File: src/rtl/smc_pkg.sv
// Package with types and constants of the stop mode and clock mode controller
package smc_pkg;

  typedef enum logic [7:0] {
    SMC_HIGH_MID = 8'h01,
    SMC_LOW_SPEED = 8'h02,
    SMC_LOW_POWER = 8'h04,
    SMC_PLL = 8'h08,
    SMC_OCO = 8'h10,
    SMC_OCO_LOW_POWER = 8'h20,
    SMC_STOP = 8'h40,
    SMC_WAIT = 8'h80
  } smc_mode_type;

  typedef struct packed {
    logic sub_osc_en;
    logic main_clock_stop_bit;
    logic div8_select_bit;
    logic cpu_divider_bit1;
    logic cpu_divider_bit0;
    logic sub_clock_select;
    logic pll_select;
    logic oco_select;
    logic oco_run;
    logic osc_stop_detect_enable;
    logic all_clock_stop_bit;
  } smc_cfg_type;

  typedef struct packed {
    logic nmi;
    logic periph_irq;
    logic [2:0] interrupt_priority_level;
    logic global_ie;
  } smc_wake_type;

  typedef struct packed {
    smc_mode_type mode;
    smc_cfg_type cfg;
    logic [3:0] div_cnt;
    logic cpu_clk_en;
    logic wake;
    logic reject;
  } smc_state_type;

  localparam logic [2:0] SMC_LEVEL_DISABLED = 3'h0;

  // Divider terminal counts: ratio minus one
  localparam logic [3:0] SMC_DIV1_LAST = 4'h0;
  localparam logic [3:0] SMC_DIV2_LAST = 4'h1;
  localparam logic [3:0] SMC_DIV4_LAST = 4'h3;
  localparam logic [3:0] SMC_DIV8_LAST = 4'h7;
  localparam logic [3:0] SMC_DIV16_LAST = 4'hf;

  // Reset: main clock running, divide-by-eight, sub clock and detector off
  localparam smc_cfg_type SMC_CFG_RESET = '{
    sub_osc_en: 1'b0,
    main_clock_stop_bit: 1'b0,
    div8_select_bit: 1'b1,
    cpu_divider_bit1: 1'b0,
    cpu_divider_bit0: 1'b0,
    sub_clock_select: 1'b0,
    pll_select: 1'b0,
    oco_select: 1'b0,
    oco_run: 1'b0,
    osc_stop_detect_enable: 1'b0,
    all_clock_stop_bit: 1'b0
  };

  localparam smc_state_type SMC_STATE_RESET = '{
    mode: SMC_HIGH_MID,
    cfg: SMC_CFG_RESET,
    div_cnt: 4'h0,
    cpu_clk_en: 1'b0,
    wake: 1'b0,
    reject: 1'b0
  };

endpackage

File: src/rtl/smc_clock_mode.sv
// Stop mode exit and clock mode state machine with CPU clock divider
// Notes on behaviour
// Stop is left only by reset, the non-maskable interrupt or an enabled peripheral interrupt.
// For reset or NMI wake only, software disables every peripheral priority first.
// For peripheral wake, software gives one interrupt a level and disables the rest.
// Software sets the global interrupt enable before requesting stop for peripheral wake.
// Wake peripheral enabled by software; its request restarts the CPU clock.
// Stop entered on sub clock wakes onto the undivided sub clock.
// Stop entered on main clock wakes onto main clock divided by eight.
// Stop entered on on-chip oscillator wakes onto it divided by eight.
// Every exit from stop forces the divide-by-eight select to one.
// Software clears the oscillation stop detector before stop or low-power moves.
// PLL mode is entered only from and left only to high-speed mode.
// Software sets divide-by-eight before leaving on-chip oscillator mode for high speed.
// Setting the main clock stop bit also sets divide-by-eight select.
// Moves into low-speed mode need the sub clock oscillating; the code does not check sub_osc_en on the move from low power mode.
// On-chip oscillator toggles in low speed; sub clock toggles in PLL mode.
// Divider and sub clock oscillation change freely within a mode.
// Divider bits 00,01,10,11 give 1,2,4,16; divide-by-eight select gives 8.
// Writing the all clock stop bit enters stop; the wait instruction enters wait; in PLL mode the code refuses both and raises reject_out.
// A hardware reset returns all clock control bits to their defaults.
`timescale 1ns/1ps
module smc_clock_mode
  import smc_pkg::*;
(
  input wire logic ref_clk_in,
  input wire logic arst_n_in,
  input wire logic cfg_wr_in,
  input wire smc_cfg_type cfg_in,
  input wire logic wait_instr_in,
  input wire smc_wake_type wake_in,
  output smc_mode_type mode_out,
  output smc_cfg_type cfg_out,
  output logic cpu_clk_run_out,
  output logic cpu_clk_en_out,
  output logic oco_periph_clk_ok_out,
  output logic sub_timer_clk_ok_out,
  output logic wake_out,
  output logic reject_out
);

  smc_state_type st_r;
  smc_state_type st_nxt;

  // Running mode implied by a set of clock control bits
  function automatic smc_mode_type mode_of(input smc_cfg_type c);
    smc_mode_type m;
    m = SMC_HIGH_MID;
    if (c.pll_select) begin
      m = SMC_PLL;
    end else if (c.sub_clock_select) begin
      if (c.main_clock_stop_bit) begin
        m = SMC_LOW_POWER;
      end else begin
        m = SMC_LOW_SPEED;
      end
    end else if (c.oco_select) begin
      if (c.main_clock_stop_bit) begin
        m = SMC_OCO_LOW_POWER;
      end else begin
        m = SMC_OCO;
      end
    end
    return m;
  endfunction

  // Allowed moves between running modes
  function automatic logic move_ok(input smc_mode_type f, input smc_mode_type t,
                                   input smc_cfg_type c);
    logic ok;
    ok = 1'b0;
    if (f == t) begin
      ok = 1'b1;
    end else begin
      case (f)
        SMC_HIGH_MID: begin
          case (t)
            SMC_PLL: begin
              ok = 1'b1;
            end
            SMC_OCO: begin
              ok = 1'b1;
            end
            SMC_LOW_SPEED: begin
              ok = c.sub_osc_en;
            end
            default: begin
              ok = 1'b0;
            end
          endcase
        end
        SMC_LOW_SPEED: begin
          case (t)
            SMC_HIGH_MID: begin
              ok = 1'b1;
            end
            SMC_LOW_POWER: begin
              ok = 1'b1;
            end
            SMC_OCO: begin
              ok = 1'b1;
            end
            default: begin
              ok = 1'b0;
            end
          endcase
        end
        // Low power mode only returns to low speed
        SMC_LOW_POWER: begin
          case (t)
            SMC_LOW_SPEED: begin
              ok = 1'b1;
            end
            default: begin
              ok = 1'b0;
            end
          endcase
        end
        SMC_PLL: begin
          case (t)
            SMC_HIGH_MID: begin
              ok = 1'b1;
            end
            default: begin
              ok = 1'b0;
            end
          endcase
        end
        SMC_OCO: begin
          case (t)
            SMC_OCO_LOW_POWER: begin
              ok = 1'b1;
            end
            SMC_LOW_SPEED: begin
              ok = c.sub_osc_en;
            end
            SMC_HIGH_MID: begin
              ok = c.div8_select_bit;
            end
            default: begin
              ok = 1'b0;
            end
          endcase
        end
        // On-chip oscillator low power only returns to its running mode
        SMC_OCO_LOW_POWER: begin
          case (t)
            SMC_OCO: begin
              ok = 1'b1;
            end
            default: begin
              ok = 1'b0;
            end
          endcase
        end
        default: begin
          ok = 1'b0;
        end
      endcase
    end
    return ok;
  endfunction

  // Terminal count of the CPU clock divider
  function automatic logic [3:0] div_last(input smc_cfg_type c);
    logic [3:0] n;
    n = SMC_DIV1_LAST;
    if (c.sub_clock_select) begin
      n = SMC_DIV1_LAST;
    end else if (c.div8_select_bit) begin
      n = SMC_DIV8_LAST;
    end else begin
      case ({c.cpu_divider_bit1, c.cpu_divider_bit0})
        2'b00: begin
          n = SMC_DIV1_LAST;
        end
        2'b01: begin
          n = SMC_DIV2_LAST;
        end
        2'b10: begin
          n = SMC_DIV4_LAST;
        end
        2'b11: begin
          n = SMC_DIV16_LAST;
        end
        default: begin
          n = SMC_DIV1_LAST;
        end
      endcase
    end
    return n;
  endfunction

  logic wake_evt;
  logic periph_wake;
  logic running;
  smc_cfg_type req;
  smc_mode_type req_mode;

  // Only the NMI or a peripheral request with a level and interrupts on can wake
  assign periph_wake = wake_in.periph_irq && wake_in.global_ie &&
                       (wake_in.interrupt_priority_level != SMC_LEVEL_DISABLED);
  assign wake_evt = wake_in.nmi || periph_wake;
  assign running = (st_r.mode != SMC_STOP) && (st_r.mode != SMC_WAIT);

  // Requested bits as they would be stored, stop bit handled apart
  always_comb begin
    req = cfg_in;
    if (cfg_in.main_clock_stop_bit && !st_r.cfg.main_clock_stop_bit) begin
      req.div8_select_bit = 1'b1;
    end
    req.all_clock_stop_bit = 1'b0;
    req_mode = mode_of(req);
  end

  always_comb begin
    st_nxt = st_r;
    st_nxt.wake = 1'b0;
    st_nxt.reject = 1'b0;
    st_nxt.cpu_clk_en = 1'b0;

    case (st_r.mode)
      // Stop: clock bits kept so the wake can pick the same source
      SMC_STOP: begin
        st_nxt.div_cnt = 4'h0;
        if (wake_evt) begin
          st_nxt.cfg.div8_select_bit = 1'b1;
          st_nxt.cfg.all_clock_stop_bit = 1'b0;
          st_nxt.mode = mode_of(st_r.cfg);
          st_nxt.wake = 1'b1;
        end
      end

      // Wait: same wake events, clock bits untouched
      SMC_WAIT: begin
        st_nxt.div_cnt = 4'h0;
        if (wake_evt) begin
          st_nxt.mode = mode_of(st_r.cfg);
          st_nxt.wake = 1'b1;
        end
      end

      // Running: divider ticks, software requests are served or refused
      SMC_HIGH_MID, SMC_LOW_SPEED, SMC_LOW_POWER, SMC_PLL, SMC_OCO,
      SMC_OCO_LOW_POWER: begin
        if (st_r.div_cnt >= div_last(st_r.cfg)) begin
          st_nxt.div_cnt = 4'h0;
          st_nxt.cpu_clk_en = 1'b1;
        end else begin
          st_nxt.div_cnt = st_r.div_cnt + 4'h1;
        end

        // A write beats a wait instruction in the same cycle
        if (cfg_wr_in) begin
          if (cfg_in.all_clock_stop_bit && st_r.mode != SMC_PLL) begin
            st_nxt.cfg = st_r.cfg;
            st_nxt.cfg.all_clock_stop_bit = 1'b1;
            st_nxt.cfg.div8_select_bit = 1'b1;
            st_nxt.mode = SMC_STOP;
          end else if (!cfg_in.all_clock_stop_bit && move_ok(st_r.mode, req_mode, req)) begin
            st_nxt.cfg = req;
            st_nxt.mode = req_mode;
            st_nxt.div_cnt = 4'h0;
          end else begin
            st_nxt.reject = 1'b1;
          end
        end else if (wait_instr_in) begin
          if (st_r.mode != SMC_PLL) begin
            st_nxt.mode = SMC_WAIT;
          end else begin
            st_nxt.reject = 1'b1;
          end
        end
      end

      // Illegal state code: recover to the reset state
      default: begin
        st_nxt = SMC_STATE_RESET;
      end
    endcase
  end

  // Reset restores defaults, not the clock in use before stop
  always_ff @(posedge ref_clk_in or negedge arst_n_in) begin
    if (!arst_n_in) begin
      st_r <= SMC_STATE_RESET;
    end else begin
      st_r <= st_nxt;
    end
  end

  // Status outputs decoded from the registered state
  assign mode_out = st_r.mode;
  assign cfg_out = st_r.cfg;
  assign cpu_clk_run_out = running;
  assign cpu_clk_en_out = st_r.cpu_clk_en;
  assign oco_periph_clk_ok_out = (st_r.mode == SMC_LOW_SPEED) && st_r.cfg.oco_run;
  assign sub_timer_clk_ok_out = (st_r.mode == SMC_PLL) && st_r.cfg.sub_osc_en;
  assign wake_out = st_r.wake;
  assign reject_out = st_r.reject;

endmodule

File: config.mk
export PLATFORM = sky130hd
export DESIGN_NAME = smc_clock_mode
export DESIGN_NICKNAME = d
export VERILOG_FILES = /design/src/rtl/smc_pkg.sv /design/src/rtl/smc_clock_mode.sv
export SDC_FILE = /design/constraint.sdc
export NUM_CORES = 1
export LEC_CHECK = 0
export ABC_CLOCK_PERIOD_IN_PS = 2750
export BUFFER_PORTS_ARGS = -buffer_cell sky130_fd_sc_hd__buf_4
export CAP_MARGIN = 20
export CORE_MARGIN = 5
export CORE_UTILIZATION = 54
export CTS_CLUSTER_DIAMETER = 120
export CTS_CLUSTER_SIZE = 10
export DETAILED_ROUTE_END_ITERATION = 7
export HOLD_SLACK_MARGIN = 0.08
export PLACE_DENSITY = 0.8
export SETUP_SLACK_MARGIN = 0.3
export SLEW_MARGIN = 20
export SYNTH_ARGS = -nofsm -noshare
export SYNTH_HDL_FRONTEND = slang
export SYNTH_SLANG_ARGS = --single-unit
File: constraint.sdc
create_clock -name ref_clk_in -period 2.75 [get_ports ref_clk_in]
set_input_delay 0.275 -clock ref_clk_in [delete_from_list [all_inputs] [get_ports ref_clk_in]]
set_output_delay 0.275 -clock ref_clk_in [all_outputs]
set_load 0.01 [all_outputs]
### Yosys cells after proc, flatten, opt, wreduce, memory -nomap -nowiden

Cells that the tools add are included.

| word-level totals | value |
|---|---|
| register bits after elaboration | 26 |
| output and inout port bits | 25 |
| word-level logic and storage cells | 124 |

| operators by class | value |
|---|---|
| bitwise gates (word level) | 2 |
| magnitude comparators | 1 |
| reductions and logical operators | 20 |
| mux-type cells | 54 |
| $add $sub $neg | 1 |
| equality and inequality tests | 30 |

Operators with widths:

| operator | count |
|---|---|
| 2-to-1 mux 8 bit | 7 |
| 2-to-1 mux 6 bit | 5 |
| 2-to-1 mux 4 bit | 7 |
| 2-to-1 mux 23 bit | 1 |
| 2-to-1 mux 1 bit | 21 |
| 2-to-1 mux 19 bit | 1 |
| equality test 8 x 1 -> 1 bit, second input constant | 2 |
| equality test 8 x 2 -> 1 bit, second input constant | 2 |
| equality test 8 x 3 -> 1 bit, second input constant | 2 |
| equality test 8 x 4 -> 1 bit, second input constant | 2 |
| equality test 8 x 5 -> 1 bit, second input constant | 2 |
| equality test 8 x 6 -> 1 bit, second input constant | 2 |
| case mux 4 bit (4 select lines) | 1 |
| case mux 8 bit (2 select lines) | 1 |
| 2-to-1 mux 15 bit | 1 |
| case mux 7 bit (2 select lines) | 1 |
| AND reduction 4 bit | 3 |
| inequality test 3 bit, second input constant | 3 |
| case mux 1 bit (3 select lines) | 3 |
| equality test 8 x 7 -> 1 bit, second input constant | 1 |
| equality test 8 bit | 1 |
| equality test 8 bit, second input constant | 1 |
| logical AND 1 bit | 8 |
| inequality test 2 bit, second input constant | 4 |
| 21 further kinds | 26 |

### Depth between registers and ports, before layout

Gate-level depths: netlist of the first run.

| logic depth | value |
|---|---|
| word-level depth | 17 |
| gate-level depth with buffers | 10 |

### Least setup slack after synthesis of the first run

Ideal clock, no wire load.

| path | value |
|---|---|
| path type | reg2reg |
| from | register st_r (netlist bit mode_out[3]) |
| to | register st_r (netlist bit mode_out[3]) |
| stages on the path, launching flop included | 9 |
| clock period less this slack | 2.547 ns |
| data arrival time | 2.422 ns |
| slack | 0.203 ns |
| cell sequence | dfrtp_1 > buf_6 > or4_4 > or4_1 > and3_1 > buf_6 > nor2_2 > a311o_2 > mux2_2 |

| on the way | value |
|---|---|
| word-level cells in the longest chain between the ends | 9 |

RTL lines:

| item | line | source |
|---|---|---|
| start, declared | smc_clock_mode.sv:42 | `smc_state_type st_r;` |
| start signal, assigned | smc_clock_mode.sv:288 | `st_r <= st_nxt;` |
| equality test 8 x 6 -> 1 bit, or another cell as far along | smc_clock_mode.sv:75, smc_clock_mode.sv:222 |  |
| case mux 1 bit (6 select lines) | smc_clock_mode.sv:75 | `case (f)` |
| 2-to-1 mux 1 bit | smc_clock_mode.sv:72 | `if (f == t) begin` |
| 2-to-1 mux 1 bit | smc_clock_mode.sv:255 | `if (cfg_in.all_clock_stop_bit && st_r.mode != SMC_PLL) begin` |
| 2-to-1 mux 1 bit | smc_clock_mode.sv:254 | `if (cfg_wr_in) begin` |
| 2-to-1 mux 1 bit | smc_clock_mode.sv:222 | `case (st_r.mode)` |
| logical AND 1 bit | smc_clock_mode.sv:260 | `end else if (!cfg_in.all_clock_stop_bit && move_ok(st_r.mode, req_mode, req)) begin` |
| inequality test 4 bit (no source line) | - |  |
| AND reduction 4 bit (no source line) | - |  |

Several ways; a longest one is shown, not always the timed one. The select of a mux whose other input is x is not followed.
A chain may end at the register's enable or synchronous reset.

### Worst setup path in the final report of the first run

| path | value |
|---|---|
| from | register st_r (netlist bit mode_out[4]) |
| to | register st_r (netlist bit mode_out[3]) |

The elaborated chain is that of the path after synthesis.

==> results of run 1 <==
==> cells by family after synthesis <==
group	after synthesis	synth area share
mux	5	0.02731
compound gates	55	0.2126
simple gates	70	0.2087
buf+inv	45	0.1430
flops	26	0.3394
fa+ha+maj	5	0.03251
xor+xnor	8	0.03641
==> routing by layer <==
layer	vias up	share of wire	wire length, um
li1	839	-	-
met4	0	0.022	109
met5	-	0	0
met2	74	0.47	2329
met3	14	0.077	382
met1	842	0.43	2166
==> cell usage in the layout, fill, tap and decap left out, drive strengths merged, types with 3 or more instances in the layout <==
cell and instances:
mux2i 3, xnor2 3, xor2 5, a21o 4, a22o 8, nand2 10
clkbuf 3, dfrtp 24, o21ai 13, nor3b 4, nor2 13, inv 11
nor4 3, nand2b 3, a21oi 6, nor2b 4, ha 5, o31ai 3
nand4b 3, buf 65, nor3 7, nand3 9
==> report_power, final <==
| part | total (mW) | internal [mW] | switching, mW |
|---|---|---|---|
| combinational | 1.24 | 0.605 | 0.639 |
| sequential | 0.609 | 0.486 | 0.123 |
| clock | 0.162 | 0.0515 | 0.111 |
==> layout make-up <==
type / count / area, um^2
Timing Repair Buffer: 66 / 509.2
Tap cell: 46 / 57.56
Sequential cell: 26 / 654.4
Clock buffer: 3 / 22.52
Multi-Input combinational cell: 143 / 1076
Fill cell: 260 / 1028
Inverter: 11 / 41.29
==> worst max-delay path, stage by stage, from the launching register on <==
cell and delay [ps]:
dfrtp_1 420, or4_4 560, or4_4 500, and3_4 190, nor2_4 80, a311o_2 290
mux2_4 320
==> flip-flops by register name (all words and copies together) (netlist names) <==
| register | count |
|---|---|
| wake_out | 1 |
| cfg_out | 11 |
| st_r | 4 |
| reject_out | 1 |
| mode_out | 8 |
| cpu_clk_en_out | 1 |
==> through the flow <==
step,hold WS [ps],instance area (um^2),instances
2_1_floorplan,-20.59,1929,214
3_3_place_gp,202.2,2181,283
3_5_place_dp,204.4,2181,283
4_1_cts,146.5,2237,288
5_1_grt,129.3,2361,295
6_report,155.3,2361,295
==> how the worst max path moves through the flow <==
stage                      from     endpoint  depth (start not counted)
floorplan           mode_out[3]  mode_out[3]                          8
global placement    mode_out[2]  mode_out[5]                          9
detailed placement  mode_out[0]  mode_out[4]                          6
CTS                 mode_out[2]  mode_out[4]                          6
global route        mode_out[4]  mode_out[4]                          9
finish              mode_out[4]  mode_out[3]                          6
==> what timing repair did <==
item                                    in CTS  in global routing
pin swaps                                    2                  3
endpoints found under the setup margin       9                 18
setup buffers                                1                  7
gates resized for setup                      6                 16
hold buffers                                 1                  0
endpoints found under the hold margin       24                  0
==> run metrics, run 1 <==
min-delay src=cfg_in[1]; Root Buffer=clkbuf_4; RSZ-0062 raised after global routing=true; CP max FO=6; crit end category=flip-flop; Synth-to-Final Area Change=22.69%; setup ws final=279.3 ps; Detail Route Antenna Nets=0; DPL Wire Length=approximately 3.7 mm; vias in the first global route=~1600; vias per inst=between 5 and 6; leakage=approximately 1.1 nW; max-cap viol count=0; met2 Use GR=0.3242; worst hold stages=2; Post-synth EDFFs=0; met1 usage in global routing=0.2592; worst rel slew slack=0.6209; top_reg_cell synth=dfrtp_1; area of the core=3390 um^2; WP data required=about 3000 ps; top cell type's share of synthesized area=0.3121; reg-to-reg setup timing slack=280 ps; Cell Pwr Density=853.3 nW/um^2; Nets=approximately 280; Pre-antenna DRT Iters=4; Synth Net Count=240; period utilisation layout=0.8984; synthesis-stage register bit count=26; Die Area=4857 um^2; first-pass GRT wire length=8.079 mm; CTS tree=built; initial drt markers=111; worst-margin pin slew=566.9 ps; clock-pin slew on the worst setup and hold paths=140 ps; most frequent cell after synthesis=dfrtp_1; Die X=~70 um; Startpoint Class=flip-flop; register area share after synthesis=0.3394; Arr. time, crit path=2690 ps; worst hold path class=primary input to flip-flop; FF-to-FF Start=mode_out[4]; M3 GR Usage=0.06667; mapped cell area=1924 um^2; Site Rows=21; number of synthesis warnings=0; Worst Hold Path EP=cfg_out[1]; Final Max Tran Viols=0; FMAX=between 0.4 and 0.5 GHz; Die Height=69.70 um; Yosys top cell by area=dfrtp_1; Util after Layout=0.6966; status=finished clean; Commonest cells post-synth=dfrtp_1 (24), buf_4 (21), nor2_1 (12); fraction of registers with async set/reset=1.000; min Tclk post-route=2471 ps; R2R cell count=6; Detailed Route WL=~5.0 mm; maximum clock path buffer count=2; TritonCTS Buffers=3; PortBufs=45; gr busiest metal=met2; Final Hold Viols=0; Final TNS setup=0 ps; clock sinks=26; # IOs=46; gr ovfl total=0; FF-to-FF End=mode_out[3]; DR WL/cell=approximately 17 um; routability congestion estimate=0.9394; Starting Density=0.5677; drc violations=0; total power draw=2.015 mW; crit path kind=flip-flop to flip-flop; largest net degree at the start of global routing=27; Clock Latency Late Sink=330 ps; Peak VDD IR=~500 uV; dpl ws=233.5 ps; Mapped Cells=214; leading post-synthesis cells by cell area=dfrtp_1 (31%), buf_4 (8.2%), a22o_1 (3.6%); # diodes=0; initial antenna violation count=0; layout cells sized above 1=0.3735; Avg Cell Area, Syn=8.992 um^2; H-tree depth=1; Total Routing Usage GR=0.2031; clock skew=13.04 ps; endpoints failing setup=0; vias=1769; Yosys cell types=59
No activity file was read; power rests on OpenSTA's default activity.
==> run 2: changes to the inputs <==
--- a/config.mk
+++ b/config.mk
@@ -14,6 +14,7 @@
 export CTS_CLUSTER_SIZE = 10
 export DETAILED_ROUTE_END_ITERATION = 7
 export HOLD_SLACK_MARGIN = 0.08
+export MAX_ROUTING_LAYER = met4
 export PLACE_DENSITY = 0.8
 export SETUP_SLACK_MARGIN = 0.3
 export SLEW_MARGIN = 20
==> run 2 against run 1 <==
Effect of this change: maximum frequency increased by 0.91%; critical endpoint unchanged; final area decreased by 2.2%; first-iteration DRC count increased by 0.90%; cell count decreased by 1.4%; global-route usage decreased by 0.71 points; largest cell class unchanged; non-clock buffer count decreased by 4.
==> run metrics, run 2 (synthesis results as in run 1) <==
design area=2310 um^2 (-2.2%); Die Height=69.70 um (unchanged); Peak VDD IR=531.7 uV (+5.3%); Clock Latency Late Sink=320 ps (about the same); initial antenna violation count=0 (unchanged); Fill cells=266 (+2.3%); area of the core=3390 um^2 (unchanged); Detailed Route WL=4.662 mm (-6.5%); worst rel slew slack=0.6934 (+0.07252); vias in the first global route=1621 (-1.3%); gr ovfl total=0 (unchanged); register share of total power=0.307 (+0.005); combinational share of power=0.612 (-0.005); storage element area=654.4 um^2 (unchanged); Final Hold Slack=167.5 ps (+12.30 ps); status=finished clean; Starting Density=0.5677 (unchanged); Root Buffer=clkbuf_4; Placed Area=2188 um^2 (+0.34%); Pre-antenna DRT Iters=4 (unchanged); area of the multi-input gates=1059 um^2 (-1.6%); FMAX=0.4084 GHz (+0.91%); vias=1726 (-2.4%); PortBufs=45 (unchanged); Final Hold Viols=0 (unchanged); largest net degree at the start of global routing=27 (unchanged); commonest non-fill, non-tap cells in the layout=buf_4 (59), dfrtp_1 (23), nor2_1 (12); endpoints failing setup=0 (unchanged); # diodes=0 (unchanged); TritonCTS Buffers=3 (unchanged); crit end category=flip-flop; dpl ws=199.8 ps (-33.70 ps); first-pass GRT wire length=7.728 mm (-4.3%); routability congestion estimate=1.001 (+6.6%); Nets=273 (-1.4%); RSZ-0062 raised after global routing=true; min Tclk post-route=2449 ps (-22.19 ps); period utilisation layout=0.8904 (-0.008069); Largest register FFs=11 (unchanged); crit path kind=flip-flop to flip-flop; H-tree depth=1 (unchanged); Total Routing Usage GR=0.1960 (-0.007059); Startpoint Class=flip-flop; leakage=1.106 nW (-2.4%); initial drt markers=112 (+0.90%); Net Sw Frac=0.4290 (-0.004055); DPL Wire Length=3.611 mm (-2.1%); Die Area=4857 um^2 (unchanged); Arr. time, crit path=2660 ps (-30 ps); Final TNS setup=0 ps (unchanged); worst-margin pin slew=453.4 ps (-113.4 ps); WP data required=2960 ps (about the same); Int Pwr=1.107 mW (-3.1%); Cell Pwr Density=838.9 nW/um^2 (-1.7%); Final Max Tran Viols=0 (unchanged); vias per inst=5.931 (-1.1%); clock group share of total power=0.081 (about the same); clock skew=8.251 ps (-4.794 ps); Synth-to-Final Area Change=20.03%; DR WL/cell=16.02 um (-5.2%); Site Rows=21 (unchanged); P_sw=831.2 uW (-4.7%); commonest non-fill, non-tap cell in the layout=buf_4; Detail Route Antenna Nets=0 (unchanged); max-cap viol count=0 (unchanged); # IOs=46 (unchanged); worst hold path class=primary input to flip-flop; setup ws final=301.5 ps (+22.19 ps); CP max FO=5 (-1); layout cells sized above 1=0.3714 (-0.002065); clock-pin slew on the worst setup and hold paths=130 ps (about the same); CTS tree=built; Die X=69.70 um (unchanged); drc violations=0 (unchanged); clock sinks=26 (unchanged); maximum clock path buffer count=2 (unchanged)
## run 2: final timing paths
check,startpoint,endpoint,slack (ps),cells past startpoint
hold / removal,cfg_in[1],cfg_out[1],170,2
max in group asynchronous,arst_n_in,cfg_out[8],2070,2
setup / recovery,mode_out[4],mode_out[3],300,6
setup reg to reg,mode_out[4],mode_out[3],300,6
min in group asynchronous,arst_n_in,mode_out[5],370,2
hold reg to reg,st_r[3],st_r[3],500,1
## run 2: layout make-up
class | instances | area share
well taps | 46 | 0.02492
clock buffers | 3 | 0.009751
multi-input cells | 143 | 0.4583
inverters | 11 | 0.01788
repair buffers | 62 | 0.2059
flip-flops and latches | 26 | 0.2833
## run 2: metrics by stage
step	utilization	total power, mW	std cells
6_report	0.6814	1.938	291
5_1_grt	0.6814	2.092	291
4_1_cts	0.6608	1.863	289
3_5_place_dp	0.6456	1.656	284
3_3_place_gp	0.6456	1.645	284
2_1_floorplan	-	1.404	214
## run 2: worst max-delay path, cell delays in order (launching register included)
cell     delay, ps
dfrtp_1        410
or4_4          550
or4_4          500
and3_4         190
nor2_4          80
a311o_2        260
mux2_2         350
## run 2: power groups by stage
stage | Sequential, mW | Clock, mW | Combinational (mW)
floorplan | 0.557 | 0 | 0.847
global placement | 0.597 | 0 | 1.05
detailed placement | 0.596 | 0 | 1.06
CTS | 0.590 | 0.163 | 1.11
global route | 0.608 | 0.181 | 1.30
finish | 0.594 | 0.157 | 1.19
## run 2: routing by layer
metal  share of wire  up-vias  GRT usage
li1                -      821          -
met1            0.43      812     0.2610
met2            0.47       85     0.3008
met3           0.084        8    0.04928
met4           0.016        0    0.04681
met5               0        -          -
## run 2: timing repair
item	4_1_cts	5_1_grt
gates resized for setup	4	16
pin swaps	2	3
endpoints found under the hold margin	24	0
hold buffers	1	0
setup buffers	1	2
setup endpoints to repair	7	18
==> run 3: changes to the inputs <==
--- a/config.mk
+++ b/config.mk
@@ -5,17 +5,18 @@
 export SDC_FILE = /design/constraint.sdc
 export NUM_CORES = 1
 export LEC_CHECK = 0
+export ABC_AREA = 1
 export ABC_CLOCK_PERIOD_IN_PS = 2750
 export BUFFER_PORTS_ARGS = -buffer_cell sky130_fd_sc_hd__buf_4
 export CAP_MARGIN = 20
 export CORE_MARGIN = 5
-export CORE_UTILIZATION = 54
+export CORE_UTILIZATION = 55
 export CTS_CLUSTER_DIAMETER = 120
 export CTS_CLUSTER_SIZE = 10
 export DETAILED_ROUTE_END_ITERATION = 7
 export HOLD_SLACK_MARGIN = 0.08
 export MAX_ROUTING_LAYER = met4
-export PLACE_DENSITY = 0.8
+export PLACE_DENSITY = 0.81
 export SETUP_SLACK_MARGIN = 0.3
 export SLEW_MARGIN = 20
 export SYNTH_ARGS = -nofsm -noshare
==> run 3 against run 2 <==
Effect of this change: routed wire length is 5.0% higher; non-clock buffer count is 16 lower; synthesized cell count is 43% higher; combinational power hardly changed; final area is 3.0% higher; global-route usage is 0.43 points higher; clock power is 32% higher; clock skew is 3.3 ps lower; cell count is 30% higher; via count is 16% higher; sequential power is 5.7% higher; sequential share of layout area is 0.87 points lower; critical path type is now flip-flop to primary output.
==> run metrics, run 3 <==
vias=1995 (+16%); TritonCTS Buffers=3 (unchanged); DR WL/cell=12.91 um (-19%); met2 Use GR=0.3041 (+0.003234); Final TNS setup=0 ps (unchanged); leading post-synthesis cells by cell area=dfrtp_1 (29%), nand2_1 (16%), nand3_1 (7.4%); register share of total power=0.305 (-0.002); Mapped Cells=305 (+43%); number of synthesis warnings=0 (unchanged); crit end category=primary output; Die Area=5153 um^2 (+6.1%); Cell Pwr Density=866.3 nW/um^2 (+3.3%); most frequent cell after synthesis=nand2_1; Site Rows=22 (+4.8%); CP max-delay cell=dfrtp_1; top_reg_cell synth=dfrtp_1; register area share after synthesis=0.3111 (-0.02832); dpl ws=806.3 ps (+606.5 ps); fraction of registers with async set/reset=1.000 (unchanged); Final Hold Viols=0 (unchanged); period utilisation layout=0.7485 (-0.1419); Post-synth EDFFs=0 (unchanged); Largest register FFs=11 (unchanged); H-tree depth=1 (unchanged); Synth Net Count=331 (+38%); vias in the first global route=1709 (+5.4%); Commonest cells post-synth=nand2_1 (87), nor2_1 (38), nand3_1 (31); Total Routing Usage GR=0.2003 (+0.004277); Placed Area=2327 um^2 (+6.3%); max-cap viol count=0 (unchanged); M3 GR Usage=0.03506 (-0.01421); Nets=359 (+32%); vias per inst=5.264 (-11%); initial antenna violation count=0 (unchanged); largest net degree at the start of global routing=27 (unchanged); CTS tree=built; WP depth=7 (+1); Net Sw Frac=0.4923 (+0.06338); Util after Layout=0.6448 (-0.03659); endpoints failing setup=0 (unchanged); Clock Latency Late Sink=270 ps (-50 ps); worst-margin pin slew=330.6 ps (-122.9 ps); drc violations=0 (unchanged); P_sw=1.014 mW (+22%); area of the core=3689 um^2 (+8.8%); # IOs=46 (unchanged); Arr. time, crit path=1780 ps (-880 ps); Fill cells=360 (+35%); design area=2379 um^2 (+3.0%); synthesis-stage register bit count=26 (unchanged); gr ovfl total=0 (unchanged); WP data required=2480 ps (-480 ps); commonest non-fill, non-tap cell in the layout=nand2_1; clock sinks=26 (unchanged); top cell type's share of synthesized area=0.2861 (-0.02604); Synth-to-Final Area Change=13.29%; clock group share of total power=0.101 (+0.020); worst rel slew slack=0.7773 (+0.08383); RSZ-0062 raised after global routing=false; maximum clock path buffer count=2 (unchanged); Detailed Route WL=4.893 mm (+5.0%); Yosys cell types=33 (-44%); R2R cell count=10 (+4); total power draw=2.060 mW (+6.3%); Int Pwr=1.046 mW (-5.5%); Die X=71.79 um (+3.0%); post-CTS setup buffers=0 (-1); routability congestion estimate=0.9190 (-8.2%); Yosys top cell by area=dfrtp_1; Pre-antenna DRT Iters=6 (+2); gr busiest metal=met2; DPL Wire Length=3.916 mm (+8.4%); Avg Cell Area, Syn=6.884 um^2 (-23%); Peak VDD IR=619.1 uV (+16%); Die Height=71.79 um (+3.0%); worst hold path class=primary input to flip-flop; Starting Density=0.5692 (+0.001462); setup ws final=691.6 ps (+390.1 ps); Crit path max-delay family=simple AND/OR/NAND/NOR gates; first-pass GRT wire length=8.052 mm (+4.2%); PortBufs=45 (unchanged); Detail Route Antenna Nets=0 (unchanged); combinational share of power=0.594 (-0.018); layout cells sized above 1=0.2719 (-0.09953); clock skew=4.908 ps (-3.343 ps); leakage=1.304 nW (+18%); Final Max Tran Viols=0 (unchanged); status=finished clean; clock-pin slew on the worst setup and hold paths=80 ps (-50 ps); CP Cell Sequence=nor2_1, nand2_2, inv_2, nand4_1, nand2_1, inv_1, buf_4; FMAX=0.4858 GHz (+19%); mapped cell area=2100 um^2 (+9.1%); initial drt markers=129 (+15%); Root Buffer=clkbuf_8; met1 usage in global routing=0.2810 (+0.02002); crit path kind=flip-flop to primary output; CP Buf/Inv Count=3 (+3); min Tclk post-route=2058 ps (-390.1 ps); worst hold stages=3 (+1); CP max FO=7 (+2); commonest non-fill, non-tap cells in the layout=nand2_1 (87), buf_4 (45), nor2_1 (38); # diodes=0 (unchanged); Startpoint Class=flip-flop; Crit path largest cell delay=480 ps (-70 ps)
run 3: what timing repair did:
action / 4_1_cts / 5_1_grt
hold buffers: 1 / 0
gates resized for setup: 0 / 0
hold endpoints to repair: 24 / 0
setup endpoints to repair: 0 / 0
run 3: kinds of logic after synthesis:
family	share of synthesized area
AND/OR/NAND/NOR	0.4416
buffers and inverters	0.1514
flip-flops	0.3111
AO/OA/AOI/OAI	0.05781
adder cells (fa/ha/maj)	0.02980
XOR/XNOR	0.008345
run 3: power by group through the flow:
stage          Sequential (mW)  Combinational [mW]  Clock (mW)
4_1_cts                  0.626                1.23       0.215
6_report                 0.628                1.22       0.208
3_3_place_gp             0.629                1.19           0
5_1_grt                  0.646                1.36       0.225
3_5_place_dp             0.632                1.22           0
2_1_floorplan            0.598               0.978           0
run 3: stage by stage:
step	instances	hold WS, ps
finish	379	235.1
global route	379	229.2
CTS	379	234.4
detailed placement	375	197.9
global placement	375	197.0
floorplan	305	-20.59
run 3: metal layers:
layer  vias to the layer above  share of wire
met5                         -              0
met4                         0          0.014
met3                         8          0.056
met2                        62           0.48
met1                       914           0.45
li1                       1011              -
run 3: final timing paths:
kind | end | slack (ps) | from
min | cfg_out[2] | 240 | cfg_in[2]
max | cpu_clk_run_out | 690 | mode_out[2]
max reg2reg | st_r[3] | 780 | cfg_out[7]
min reg2reg | cfg_out[1] | 500 | cfg_out[1]
min in group asynchronous | cpu_clk_en_out | 450 | arst_n_in
max in group asynchronous | cfg_out[8] | 2010 | arst_n_in
run 3: worst reg2reg max path: cells and delay by family, from the launching register on:
family                     cells  cell delay [ps]
and+or+nand+nor                3              290
DFF                            1              420
AOI/OAI and AO/OA              5              860
buffers and inverters          1               50
adders and majority gates      1              290
run 3: final cells by class:
class,instances,area (um^2),area share
tap,48,60.06,0.02525
clock buffer,3,41.29,0.01736
timing repair buffer,46,347.8,0.1462
sequential,26,653.1,0.2746
multi-input combinational,218,1129,0.4745
inverter,38,147.6,0.06207
